$ cat src/design/cmd_frame_defines.vh
// Constants for the command frame parser: frame layout, status codes.
// Assumes inclusion by bare name from design files.
`ifndef CMD_FRAME_DEFINES_VH
`define CMD_FRAME_DEFINES_VH
`define FRAME_LEN_SERIAL   4'h9
`define FRAME_LEN_CAN      4'h7
`define REPLY_LEN          4'h9
`define STATUS_OK          8'h64
`define STATUS_BAD_SUM     8'h01
`define DEFAULT_MODULE_ADR 8'h01
`define DEFAULT_REPLY_ADR  8'h02
`endif

$ cat src/design/byte_fifo.v
// Small synchronous FIFO with valid/ready on both sides.
// Assumes one clock and an asynchronous active-low reset.
`timescale 1ns/1ps
module byte_fifo #(
	parameter WIDTH = 8,
	parameter DEPTH = 8,
	parameter AW    = 3
) (
	// Clock and reset
	input  wire             clock,
	input  wire             reset_n,
	// Fill side
	input  wire             inValid,
	output wire             inReady,
	input  wire [WIDTH-1:0] inData,
	// Drain side
	output wire             outValid,
	input  wire             outReady,
	output wire [WIDTH-1:0] outData
);
	reg [WIDTH-1:0] store [0:DEPTH-1];
	reg [AW-1:0]    wrPtr;
	reg [AW-1:0]    rdPtr;
	reg [AW:0]      count;
	wire            doWrite;
	wire            doRead;

	assign inReady  = (count != DEPTH[AW:0]);
	assign outValid = (count != {(AW+1){1'b0}});
	assign outData  = store[rdPtr];
	assign doWrite  = inValid & inReady;
	assign doRead   = outValid & outReady;

	always @(posedge clock) begin
		if (doWrite) begin
			store[wrPtr] <= inData;
		end
	end

	always @(posedge clock or negedge reset_n) begin
		if (!reset_n) begin
			wrPtr <= {AW{1'b0}};
			rdPtr <= {AW{1'b0}};
			count <= {(AW+1){1'b0}};
		end else begin
			if (doWrite)
				wrPtr <= (wrPtr == DEPTH[AW-1:0] - 1'b1) ? {AW{1'b0}}
					: wrPtr + 1'b1;
			if (doRead)
				rdPtr <= (rdPtr == DEPTH[AW-1:0] - 1'b1) ? {AW{1'b0}}
					: rdPtr + 1'b1;
			if (doWrite & ~doRead)
				count <= count + 1'b1;
			else if (doRead & ~doWrite)
				count <= count - 1'b1;
		end
	end
endmodule // byte_fifo

$ cat src/design/motion_command_frame_parser.v
// Command frame parser: receives byte frames, checks address and sum of serial frames, hands the
// decoded command out, and sends one reply per accepted command.
// Assumes rx bytes arrive as same-clock strobes from a byte UART/USB core.
`timescale 1ns/1ps
`include "cmd_frame_defines.vh"
module motion_command_frame_parser #(
	parameter FIFO_DEPTH = 8,
	parameter FIFO_AW    = 3
) (
	// Clock and reset
	input  wire        clock,
	input  wire        reset_n,
	// Configuration
	input  wire        canMode,
	input  wire [7:0]  moduleAddress,
	input  wire [7:0]  replyAddress,
	// Received bytes
	input  wire        rxValid,
	input  wire [7:0]  rxByte,
	// Decoded command to executor
	output reg         cmdValid,
	output reg  [7:0]  cmdInstruction,
	output reg  [7:0]  cmdType,
	output reg  [7:0]  cmdAxis,
	output reg  [31:0] cmdOperand,
	// Execution result
	input  wire        doneValid,
	input  wire [7:0]  doneStatus,
	input  wire [31:0] doneValue,
	// Transmit bytes
	output wire        txValid,
	input  wire        txReady,
	output wire [7:0]  txByte,
	output reg         txEnable,
	// Status
	output reg         busy,
	output reg         checksumError
);
	// Binary state codes
	localparam RECEIVE = 2'h0;
	localparam EXECUTE = 2'h1;
	localparam REPLY   = 2'h2;
	localparam DRAIN   = 2'h3;

	reg [1:0]  state;
	reg [3:0]  rxCount;
	reg [7:0]  rxSum;
	reg [7:0]  rxAddr;
	reg [3:0]  txCount;
	reg [7:0]  txSum;
	reg [7:0]  replyStatus;
	reg [31:0] replyValue;
	reg [7:0]  next_txByte;
	reg        fifoValid;
	wire       fifoReady;
	wire       fifoOutValid;
	wire [3:0] frameLen;
	wire [3:0] coreIdx;
	wire [3:0] replyLen;
	wire       lastByte;
	wire [3:0] replyIdx;

	// CAN frames skip address and checksum bytes
	assign frameLen = canMode ? `FRAME_LEN_CAN : `FRAME_LEN_SERIAL;
	assign coreIdx  = canMode ? rxCount : rxCount - 4'h1;
	assign replyLen = canMode ? `FRAME_LEN_CAN : `REPLY_LEN;
	assign lastByte = (rxCount == frameLen - 4'h1);
	// CAN replies drop the reply address and the sum: the CAN identifier
	// stands in for the one and the bus CRC for the other
	assign replyIdx = canMode ? txCount + 4'h1 : txCount;

	// Reply byte selection, numbered in serial positions
	function [7:0] replyField;
		input [3:0]  idx;
		input [7:0]  rAdr;
		input [7:0]  mAdr;
		input [7:0]  stat;
		input [7:0]  ins;
		input [31:0] val;
		input [7:0]  sum;
		begin
			case (idx)
				4'h0: replyField = rAdr;
				4'h1: replyField = mAdr;
				4'h2: replyField = stat;
				4'h3: replyField = ins;
				4'h4: replyField = val[31:24];
				4'h5: replyField = val[23:16];
				4'h6: replyField = val[15:8];
				4'h7: replyField = val[7:0];
				default: replyField = sum;
			endcase
		end
	endfunction

	always @* begin
		next_txByte = replyField(replyIdx, replyAddress, moduleAddress,
			replyStatus, cmdInstruction, replyValue, txSum);
	end

	always @(posedge clock or negedge reset_n) begin
		if (!reset_n) begin
			state          <= RECEIVE;
			rxCount        <= 4'h0;
			rxSum          <= 8'h00;
			rxAddr         <= 8'h00;
			txCount        <= 4'h0;
			txSum          <= 8'h00;
			replyStatus    <= 8'h00;
			replyValue     <= 32'h00000000;
			fifoValid      <= 1'b0;
			cmdValid       <= 1'b0;
			cmdInstruction <= 8'h00;
			cmdType        <= 8'h00;
			cmdAxis        <= 8'h00;
			cmdOperand     <= 32'h00000000;
			txEnable       <= 1'b0;
			busy           <= 1'b0;
			checksumError  <= 1'b0;
		end else begin
			cmdValid      <= 1'b0;
			checksumError <= 1'b0;
			case (state)
				RECEIVE: begin
					txEnable <= 1'b0;
					if (rxValid) begin
						rxSum <= rxSum + rxByte;
						if (!canMode && rxCount == 4'h0)
							rxAddr <= rxByte;
						case (coreIdx)
							4'h0: cmdInstruction <= rxByte;
							4'h1: cmdType <= rxByte;
							4'h2: cmdAxis <= rxByte;
							4'h3: cmdOperand[31:24] <= rxByte;
							4'h4: cmdOperand[23:16] <= rxByte;
							4'h5: cmdOperand[15:8] <= rxByte;
							4'h6: cmdOperand[7:0] <= rxByte;
							default: ;
						endcase
						// rxSum has not taken the sum byte, so it is the expected sum
						if (lastByte) begin
							rxCount <= 4'h0;
							rxSum   <= 8'h00;
							if (!canMode && rxAddr != moduleAddress) begin
								state <= RECEIVE;
							end else if (!canMode && rxByte != rxSum) begin
								// Bad sum: reply at once, no execution
								replyStatus   <= `STATUS_BAD_SUM;
								replyValue    <= 32'h00000000;
								checksumError <= 1'b1;
								busy          <= 1'b1;
								txCount       <= 4'h0;
								txSum         <= 8'h00;
								state         <= REPLY;
							end else begin
								cmdValid    <= 1'b1;
								busy        <= 1'b1;
								state       <= EXECUTE;
							end
						end else begin
							rxCount <= rxCount + 4'h1;
						end
					end
				end
				EXECUTE: begin
					// Bytes arriving now break the master's ordering; dropped
					// Executor status passes through unchanged
					if (doneValid) begin
						replyStatus <= doneStatus;
						replyValue  <= doneValue;
						txCount     <= 4'h0;
						txSum       <= 8'h00;
						state       <= REPLY;
					end
				end
				REPLY: begin
					txEnable <= 1'b1;
					// A full queue stalls the build; the index moves only on a push
					if (fifoValid && fifoReady) begin
						txSum <= txSum + next_txByte;
						if (txCount == replyLen - 4'h1) begin
							fifoValid <= 1'b0;
							state     <= DRAIN;
						end else begin
							txCount <= txCount + 4'h1;
						end
					end else if (!fifoValid) begin
						fifoValid <= 1'b1;
					end
				end
				DRAIN: begin
					// Release the bus only after the last byte has left
					if (!fifoOutValid) begin
						txEnable <= 1'b0;
						busy     <= 1'b0;
						state    <= RECEIVE;
					end
				end
				default: state <= RECEIVE;
			endcase
		end
	end

	// Reply byte queue towards the transmitter
	// Lets a slow line drain while the reply is built at a byte a cycle
	byte_fifo #(
		.WIDTH (8),
		.DEPTH (FIFO_DEPTH),
		.AW    (FIFO_AW)
	) replyQueue (
		.clock    (clock),
		.reset_n  (reset_n),
		.inValid  (fifoValid),
		.inReady  (fifoReady),
		.inData   (next_txByte),
		.outValid (fifoOutValid),
		.outReady (txReady),
		.outData  (txByte)
	);

	assign txValid = fifoOutValid;
endmodule // motion_command_frame_parser

$ cat config.mk
export PLATFORM = sky130hd
export DESIGN_NAME = motion_command_frame_parser
export DESIGN_NICKNAME = d
export VERILOG_FILES = /design/src/design/byte_fifo.v /design/src/design/motion_command_frame_parser.v
export VERILOG_INCLUDE_DIRS = /design/src /design/src/design
export SDC_FILE = /design/constraint.sdc
export NUM_CORES = 1
export LEC_CHECK = 0
export BUFFER_PORTS_ARGS = -buffer_cell sky130_fd_sc_hd__buf_2
export CAP_MARGIN = 20
export CORE_MARGIN = 5
export CORE_UTILIZATION = 48
export DETAILED_ROUTE_END_ITERATION = 16
export PLACE_DENSITY = 0.67
export SLEW_MARGIN = 20
export SYNTH_ARGS = -nofsm -noshare
export SYNTH_HDL_FRONTEND = slang
export SYNTH_SLANG_ARGS = --single-unit
$ cat constraint.sdc
create_clock -name clock -period 9.91 [get_ports clock]
set_input_delay 1.4865 -clock clock [delete_from_list [all_inputs] [get_ports clock]]
set_output_delay 1.4865 -clock clock [all_outputs]
set_load 0.1 [all_outputs]
==> impl_results.md, run 1 <==
- Tightest Pin Transition: slightly above 1 ns
- Final setup viols: 0
- Pin count of the biggest net entering global routing: 92
- Via count: a little under 7000
- Startpoint Class: input port
- I/O pins: 139
- Sink Count: 209
- Vias in the first global route: around 7000
- Max H-tree Level: 1
- Share of layout cells above drive strength 1: 30.8%
- Total area of sequential cells: roughly 5600 um2
- Status: complete, no violations
- Post-DRT Antenna Nets: 0
- Worst EP required: approximately 10 ns
- Minimum clock period: between 4 and 5 ns
- Root Buffer: clkbuf_16
- Max-cap violations: 0
- Core area: slightly above 20000 um2
- CP max FO: between 40 and 50
- Placement Rows: 52
- Synth Warn #: 0
- Layout fillers: 1736
- Fraction of registers with async set or reset after synthesis: 69.4%
- Quantity of I/O buffers inserted on ports: 138
- Clk_lat worst skew: roughly 0.51 ns
- Fmax: between 200 and 250 MHz
- Crit path max-delay cell type: buf_2
- Crit path cell chain: buf_2 -> nor3b_1 -> a211oi_1 -> nor2_1 -> a22o_1 -> a221oi_1 -> nand3_1 -> ha_1 -> a21o_1 -> a211oi_1 -> o21bai_1 -> a21o_1 -> a21o_1 -> xnor2_1 -> o221ai_2
- Footprint of the multi-input gates: 4100 um2
- Initial DRC count: between 400 and 500
- TNS Setup: 0 ns
- Vias per cell: approximately 5.7
- Most common cell type on the critical path: a21o_1
- Final Hold Violating Endpoints: 0
- Seq/Total Area, Yosys: 56.0%
- RSZ-0062 raised after global routing: false
- CTS Buffer Depth: 3
- Synth Instances: around 760
- Cts repair resizes: 0
- Routed WL per cell: ~21 um
- Setup slack, reg-to-reg: 5.33 ns
- Mean post-synth cell area: 13.1 um2
- CTS Hold Bufs: 0
- Cts bufs inserted: 22
- Die area: roughly 24000 um2
- TritonCTS clock tree: built
- Total gr overflow: 0
- Max_slew headroom: 32.2%
- Arrival time worst endpoint: roughly 5.3 ns
- Synth Net Count: about 860
- Layout area overhead: 15.9%
- Initial Utilization: roughly half
- Total wire length: approximately 25000 um
- DRT Pass-1 Iters: 5
- CTS clk-pin slew, worst paths: 0.06 ns
- Slew Limit Fails: 0
- Largest stage delay, worst path: between 0.5 and 0.6 ns
- Die Y: about 150 um
- DRC: 0
- First-pass GRT wire length: between 30000 and 40000 um
- Worst Hold Class: reg2reg
- Setup Buffers After CTS: 0
- Crit Path Class: in2reg
- Post-DP HPWL: about 18000 um
- Total Nets Final: between 900 and 1000
- Main synth FF type: dfrtp_1
- Gp weighted congestion: roughly 0.93
- Synth Cell Area: approximately 10000 um2
- Worst Setup End Kind: flop
- Commonest cells after routing, fill and taps aside: 144 x dfrtp_1, 137 x buf_2, 66 x mux2_2, 64 x edfxtp_1, 45 x a22o_1
- Placed Area: 10800 um2
- EDFF count, synth: 64
- Initial antenna violation count: 0
- All-layer global routing usage: between 20 and 25%
- Die X: between 150 and 200 um
- Yosys reg bits: about 210
- Commonest non-fill, non-tap cell in the layout: dfrtp_1
- Skew final: a little over 0.02 ns
- Final instance area: 11500 um2
- Antenna Cells: 0
- Fin crit share: about half
- Netlist cell types: between 60 and 70
-- logic make-up (layout without fill, tap and decap cells) --
kind of cell	after synthesis	in the layout	synth area share (%)
fa+ha+maj	32	32	4.26
simple gates	158	158	8.22
compound gates	164	164	12.3
xor+xnor	29	29	2.64
mux	104	104	13.8
buf+inv	60	207	2.84
flops	209	209	56.0
-- stage by stage --
step	hold slack (ns)	util [%]	worst slack, ns	instances
4_1_cts	0.482	56.7	5.01	1173
2_1_floorplan	0.448	-	5.41	756
5_1_grt	0.496	56.7	4.65	1173
3_5_place_dp	0.471	53.3	4.50	1133
6_report	0.480	56.7	4.96	1173
3_3_place_gp	0.463	53.3	4.60	1133
-- state kept, by name (all words and copies together) (netlist names) --
name and flops:
replyQueue.store 64, cmdOperand 32, replyField.val 32, cmdAxis 8, cmdInstruction 8, cmdType 8
replyField.stat 8, replyField.sum 8, rxAddr 8, rxSum 8, replyQueue.count 4, rxCount 4
txCount 4, replyQueue.rdPtr 3, replyQueue.wrPtr 3, state 2, busy 1, checksumError 1
cmdValid 1, fifoValid 1, txEnable 1
-- final timing paths --
path / from / end / cells past startpoint
worst max-delay path: canMode / replyField.sum[7]$_DFFE_PN0P_ / 15
min in group asynchronous: reset_n / cmdValid$_DFF_PN0_ / 1
worst min register to register: replyQueue.count[3]$_DFFE_PN0P_ / replyQueue.count[3]$_DFFE_PN0P_ / 1
worst max register to register: txCount[0]$_DFFE_PN0P_ / replyField.sum[7]$_DFFE_PN0P_ / 15
max in group asynchronous: reset_n / rxSum[5]$_DFFE_PN0P_ / 2
worst min-delay path: replyQueue.count[3]$_DFFE_PN0P_ / replyQueue.count[3]$_DFFE_PN0P_ / 1
-- Yosys cell counts (16+ instances only) --
| library cell | n | share of area, % |
|---|---|---|
| inv_1 | 22 | 0.83 |
| ha_1 | 29 | 3.7 |
| o21ai_0 | 19 | 0.96 |
| a22o_1 | 45 | 4.0 |
| nand2_1 | 44 | 1.7 |
| mux2_2 | 66 | 7.5 |
| edfxtp_1 | 64 | 19 |
| a22oi_1 | 16 | 1.2 |
| xnor2_1 | 23 | 2.0 |
| a21oi_1 | 16 | 0.81 |
| mux4_2 | 18 | 4.1 |
| nor2_1 | 29 | 1.1 |
| dfrtp_1 | 145 | 37 |
-- layer usage --
layer | global-route usage [%] | part of all wire [%] | vias to the layer above
met2 | 34.7 | 50 | 191
met1 | 26.8 | 42 | 3367
met5 | 0 | 0 | -
li1 | - | - | 3110
met4 | 8.37 | 3.8 | 0
met3 | 3.54 | 4.5 | 56
-- critical path: cells and delay by family --
family	cells	cell delay [ns]
xor gates and xnor gates	1	0.19
buffers and inverters	1	0.54
and+or+nand+nor	3	0.67
AOI/OAI and AO/OA	9	2.08
adders and majority gates	1	0.31
-- cell type report --
class | instances | share of cell area (%)
flip-flops and latches | 209 | 48.3
multi-input cells | 487 | 35.6
repair buffers | 145 | 6.52
clock buffers | 33 | 5.42
well taps | 270 | 2.94
inverters | 22 | 0.718
clock inverters | 7 | 0.511
Power of run 1 is not shown: default switching activity piles up to over one toggle a cycle in this logic, so the estimate is an artifact.
==> run 2: changes to the inputs <==
- clock period: 9.91 -> 4.9 ns (I/O delays scaled with it)
==> impl_results.md, run 2 (same netlist as run 1, synthesis figures left out) <==
- I/O pins: 139 (unchanged)
- Crit Reg-Reg Endpoint: replyField.sum[7]$_DFFE_PN0P_ (unchanged)
- Largest stage delay, worst path: 0.57 ns (was 0.54 ns)
- Max_slew headroom: 41.8% (was 32.2%)
- Final instance area: 11600 um2 (was 11500 um2)
- GRT busiest layer: met2 (unchanged)
- Sink Count: 209 (unchanged)
- Die X: 154 um (unchanged)
- CTS clk-pin slew, worst paths: 0.06 ns (about the same)
- Gp weighted congestion: 0.937 (was 0.932)
- Post-DP HPWL: 17600 um (about the same)
- Met2 GRT Util: 34.1% (was 34.7%)
- DRC: 0 (unchanged)
- Routing usage on met1: 27.6% (was 26.8%)
- RR Startpoint: txCount[1]$_DFFE_PN0P_ (was txCount[0]$_DFFE_PN0P_)
- Quantity of I/O buffers inserted on ports: 138 (unchanged)
- Crit path max-delay cell type: dfrtp_1 (was buf_2)
- Fmax: about 230 MHz
- Arrival time worst endpoint: 4.68 ns (was 5.32 ns)
- Total area of sequential cells: 5550 um2 (about the same)
- Commonest non-fill, non-tap cell in the layout: dfrtp_1 (unchanged)
- Post-DRT Antenna Nets: 0 (unchanged)
- Minimum clock period: about 4.3 ns
- Reg2reg path depth: 14 (was 15)
- Routed WL per cell: 20.8 um (was 21.0 um)
- Antenna Cells: 0 (unchanged)
- Delay-heaviest family, CP: compound AO/OA/AOI/OAI gates (unchanged)
- Initial antenna violation count: 1 (was 0)
- Vias per cell: 5.73 (about the same)
- First-pass GRT wire length: 38900 um (about the same)
- Total Nets Final: 997 (was 989)
- Layout fillers: 1705 (was 1736)
- Worst EP required: 5.27 ns (was 10.28 ns)
- Placed Area: 10900 um2 (was 10800 um2)
- Share of layout cells above drive strength 1: 31.9% (was 30.8%)
- Footprint of the multi-input gates: 4090 um2 (was 4100 um2)
- CP max FO: 17 (was 41)
- Pin count of the biggest net entering global routing: 66 (was 92)
- DRT Pass-1 Iters: 5 (unchanged)
- Global Route met3 Usage: 3.29% (was 3.54%)
- Initial Utilization: 48.9% (unchanged)
- Setup Buffers After CTS: 0 (unchanged)
- Initial DRC count: 427 (was 447)
- Crit path cell chain: ha_1 -> inv_1 -> a31oi_1 -> nor2_1 -> a222oi_1 -> nand3_1 -> ha_1 -> a21o_1 -> a211oi_1 -> o21bai_1 -> a21o_1 -> a21o_1 -> xnor2_1 -> o221ai_2 (was buf_2 -> nor3b_1 -> a211oi_1 -> nor2_1 -> a22o_1 -> a221oi_1 -> nand3_1 -> ha_1 -> a21o_1 -> a211oi_1 -> o21bai_1 -> a21o_1 -> a21o_1 -> xnor2_1 -> o221ai_2)
- Max H-tree Level: 1 (unchanged)
- Die area: 23600 um2 (unchanged)
- Root Buffer: clkbuf_16 (unchanged)
- Total wire length: 24500 um (was 24600 um)
- Commonest cells after routing, fill and taps aside: 145 x dfrtp_1, 137 x buf_2, 66 x mux2_2, 64 x edfxtp_1, 45 x a22o_1 (was 144 x dfrtp_1, 137 x buf_2, 66 x mux2_2, 64 x edfxtp_1, 45 x a22o_1)
- Tightest Pin Transition: 0.870 ns (was 1.02 ns)
- Setup slack, reg-to-reg: 0.59 ns (was 5.33 ns)
- TritonCTS clock tree: built (unchanged)
- Reg with most FFs: replyQueue.store (unchanged)
- Max-cap violations: 0 (unchanged)
- Startpoint Class: flop (was input port)
- Worst Setup End Kind: flop (unchanged)
- Die Y: 154 um (unchanged)
- Most common cell type on the critical path: a21o_1 (unchanged)
- Crit path buf inv count: 1 (unchanged)
- CTS Hold Bufs: 0 (unchanged)
- TNS Setup: 0 ns (unchanged)
- Cts bufs inserted: 22 (unchanged)
- All-layer global routing usage: 20.6% (was 20.7%)
- Skew final: 0.0127 ns (was 0.0202 ns)
- Clk_lat worst skew: 0.50 ns (was 0.51 ns)
- Layout area overhead: 17.4% (was 15.9%)
- RSZ-0062 raised after global routing: false (unchanged)
- Status: complete, no violations (unchanged)
- Total gr overflow: 0 (unchanged)
- Vias in the first global route: 6854 (was 6923)
- CTS Buffer Depth: 3 (unchanged)
- Worst Hold Class: in2async (was reg2reg)
- Fin crit share: between 80 and 90%
- Crit Path Class: reg2reg (was in2reg)
- Core area: 20300 um2 (unchanged)
- Util after Layout: 57.4% (was 56.7%)
- Final Hold Violating Endpoints: 0 (unchanged)
- Slew Limit Fails: 0 (unchanged)
- Max FFs per register: 64 (unchanged)
- Cts repair resizes: 0 (unchanged)
- Final setup viols: 0 (unchanged)
- WHS: 0.202 ns (was 0.480 ns)
- Via count: 6772 (was 6724)
- Placement Rows: 52 (unchanged)
-- run 2: cell types whose count changed in the layout (fill, tap and decap cells not counted), sizes merged --
cell and delta:
bufinv +2, inv +1, clkbuf -4, clkinv -4, clkinvlp +5, buf +8
-- run 2: routing by layer --
metal / up-vias / part of all wire, %
li1: 3144 / -
met1: 3362 / 42
met2: 206 / 49
met3: 58 / 5.3
met4: 2 / 3.7
met5: - / 0.061
-- run 2: final cells by class --
class / count / area share [%]
clock inverters: 11 / 1.24
flip-flops and latches: 209 / 47.6
clock buffers: 29 / 5.48
inverters: 22 / 0.709
multi-input cells: 487 / 35.1
well taps: 270 / 2.90
repair buffers: 153 / 6.95
-- run 2: how the worst max path moves through the flow --
stage,slack (ns),start,end,cells after the start
final,0.59,txCount[1]$_DFFE_PN0P_,replyField.sum[7]$_DFFE_PN0P_,14
after detailed placement,0.65,canMode,replyField.sum[7]$_DFFE_PN0P_,16
after CTS,0.64,txCount[1]$_DFFE_PN0P_,replyField.sum[7]$_DFFE_PN0P_,14
after global routing,0.10,txCount[1]$_DFFE_PN0P_,replyField.sum[7]$_DFFE_PN0P_,14
after floorplan,1.16,canMode,replyField.sum[7]$_DFFE_PN0P_,15
after global placement,0.74,canMode,replyField.sum[7]$_DFFE_PN0P_,16
-- run 2: metrics by stage --
| stage | setup WS, ns | instances |
|---|---|---|
| floorplan | 1.16 | 756 |
| finish | 0.589 | 1181 |
| detailed placement | 0.654 | 1141 |
| global placement | 0.737 | 1141 |
| global route | 0.103 | 1181 |
| CTS | 0.638 | 1181 |
Power of run 2 is left out for the same reason.
==> run 3: changes to the inputs <==
- CELL_PAD_IN_SITES_DETAIL_PLACEMENT: unset -> 0
- CELL_PAD_IN_SITES_GLOBAL_PLACEMENT: unset -> 1
- CORE_UTILIZATION: 48 -> 47
- PLACE_DENSITY: 0.67 -> 0.78
==> impl_results.md, run 3 (same netlist as run 1, synthesis figures left out) <==
- Status: complete, no violations (unchanged)
- Startpoint Class: flop (unchanged)
- Total area of sequential cells: 5550 um2 (about the same)
- Share of layout cells above drive strength 1: 31.9% (about the same)
- Worst Setup End Kind: flop (unchanged)
- DRC: 0 (unchanged)
- Crit Path Class: reg2reg (unchanged)
- Slew Limit Fails: 0 (unchanged)
- Die area: 24100 um2 (was 23600 um2)
- M1 WL: 10400 um (about the same)
- Max-cap violations: 0 (unchanged)
- Minimum clock period: 4.29 ns (was 4.31 ns)
- Skew final: 0.0189 ns (was 0.0127 ns)
- Layout fillers: 1740 (was 1705)
- Initial DRC count: 410 (was 427)
- Cts repair resizes: 0 (unchanged)
- Crit path buf inv count: 1 (unchanged)
- Commonest non-fill, non-tap cell in the layout: dfrtp_1 (unchanged)
- Initial Utilization: 47.5% (was 48.9%)
- Sink Count: 209 (unchanged)
- Total Nets Final: 996 (was 997)
- Total wire length: 24700 um (was 24500 um)
- RSZ-0062 raised after global routing: false (unchanged)
- TritonCTS clock tree: built (unchanged)
- TNS Setup: 0 ns (unchanged)
- First-pass GRT wire length: 39100 um (was 38900 um)
- CTS clk-pin slew, worst paths: 0.06 ns (about the same)
- Met2 WL: 12200 um (was 11900 um)
- DRT Pass-1 Iters: 6 (was 5)
- Antenna Cells: 0 (unchanged)
- Routed WL per cell: 20.9 um (was 20.8 um)
- Tightest Pin Transition: 0.896 ns (was 0.870 ns)
- Crit path max-delay cell type: dfrtp_1 (unchanged)
- Clk_lat worst skew: 0.51 ns (was 0.50 ns)
- Final Hold Violating Endpoints: 0 (unchanged)
- Quantity of I/O buffers inserted on ports: 138 (unchanged)
- CTS Hold Bufs: 0 (unchanged)
- Crit path launch: txCount[1]$_DFFE_PN0P_ (unchanged)
- Worst Hold Class: in2async (unchanged)
- Via count: 6727 (was 6772)
- Cts bufs inserted: 22 (unchanged)
- Crit path cell chain: ha_1 -> inv_1 -> a31oi_1 -> nor2_1 -> a222oi_1 -> nand3_1 -> ha_1 -> a21o_1 -> a211oi_1 -> o21bai_1 -> a21o_1 -> a21o_1 -> xnor2_1 -> o221ai_2 (unchanged)
- CTS Buffer Depth: 3 (unchanged)
- CP max FO: 17 (unchanged)
- Fmax: 233 MHz (was 232 MHz)
- Commonest cells after routing, fill and taps aside: 144 x dfrtp_1, 137 x buf_2, 66 x mux2_2, 64 x edfxtp_1, 45 x a22o_1 (was 145 x dfrtp_1, 137 x buf_2, 66 x mux2_2, 64 x edfxtp_1, 45 x a22o_1)
- Core area: 20900 um2 (was 20300 um2)
- Vias in the first global route: 6991 (was 6854)
- Die X: 155 um (was 154 um)
- Arrival time worst endpoint: 4.66 ns (was 4.68 ns)
- Largest stage delay, worst path: 0.57 ns (about the same)
- Die Y: 155 um (was 154 um)
- Post-DP HPWL: 17900 um (was 17600 um)
- Pin count of the biggest net entering global routing: 56 (was 66)
- Max FFs per register: 64 (unchanged)
- Most common cell type on the critical path: a21o_1 (unchanged)
- Total gr overflow: 0 (unchanged)
- Reg with most FFs: replyQueue.store (unchanged)
- RR Startpoint: txCount[1]$_DFFE_PN0P_ (unchanged)
- Root Buffer: clkbuf_16 (unchanged)
- Layout area overhead: 17.8% (was 17.4%)
- Max H-tree Level: 1 (unchanged)
- All-layer global routing usage: 20.7% (was 20.6%)
- Vias per cell: 5.68 (was 5.73)
- Max_slew headroom: 40.0% (was 41.8%)
- Initial antenna violation count: 0 (was 1)
- Fin crit share: 87.5% (was 88.0%)
- Uppermost routed layer: met4 (was met5)
- Post-DRT Antenna Nets: 0 (unchanged)
- I/O pins: 139 (unchanged)
- Util after Layout: 55.9% (was 57.4%)
- Footprint of the multi-input gates: 4090 um2 (unchanged)
- Placement Rows: 53 (was 52)
- Setup Buffers After CTS: 0 (unchanged)
- Gp weighted congestion: 0.913 (was 0.937)
- DR WL met3: 1270 um (was 1300 um)
- Delay-heaviest family, CP: compound AO/OA/AOI/OAI gates (unchanged)
- Worst EP required: 5.27 ns (about the same)
- Final setup viols: 0 (unchanged)
[run 3: cell count changes in the layout (fill, tap and decap cells not counted), sizes merged]
cell      delta
buf          -1
clkinvlp     -4
clkinv       +4
bufinv       +2
clkbuf       -2
[run 3: cell type report]
type | count | share of cell area (%)
Timing Repair Buffer | 152 | 6.86
Sequential cell | 209 | 47.5
Tap cell | 275 | 2.94
Multi-Input combinational cell | 487 | 35.0
Inverter | 22 | 0.707
Clock inverter | 13 | 1.79
Clock buffer | 27 | 5.21
[run 3: worst paths after layout]
| check | end | slack [ns] | depth (start not counted) |
|---|---|---|---|
| max | replyField.sum[7]$_DFFE_PN0P_ | 0.61 | 14 |
| min | state[0]$_DFFE_PN0P_ | 0.13 | 1 |
| max reg2reg | replyField.sum[7]$_DFFE_PN0P_ | 0.61 | 14 |
| min reg2reg | replyQueue.count[3]$_DFFE_PN0P_ | 0.48 | 1 |
| max in group asynchronous | rxCount[0]$_DFFE_PN0P_ | 3.72 | 2 |
| min in group clock | replyField.val[17]$_DFFE_PN0P_ | 0.45 | 2 |
[run 3: metrics by stage]
stage / hold slack, ns / cell area, um2 / std cells / worst slack, ns
floorplan: 0.439 / 9920 / 756 / 1.16
global placement: 0.463 / 10900 / 1145 / 0.705
detailed placement: 0.470 / 10900 / 1145 / 0.647
CTS: 0.132 / 11700 / 1185 / 0.655
global route: 0.154 / 11700 / 1185 / 0.289
finish: 0.129 / 11700 / 1185 / 0.613
[run 3: routing by layer]
layer  track usage (%)  vias to the layer above
li1                  -                     3134
met1              26.9                     3378
met2              35.3                      166
met3              3.56                       49
met4              7.04                        0
met5                 0                        -
Power of run 3 is left out for the same reason.
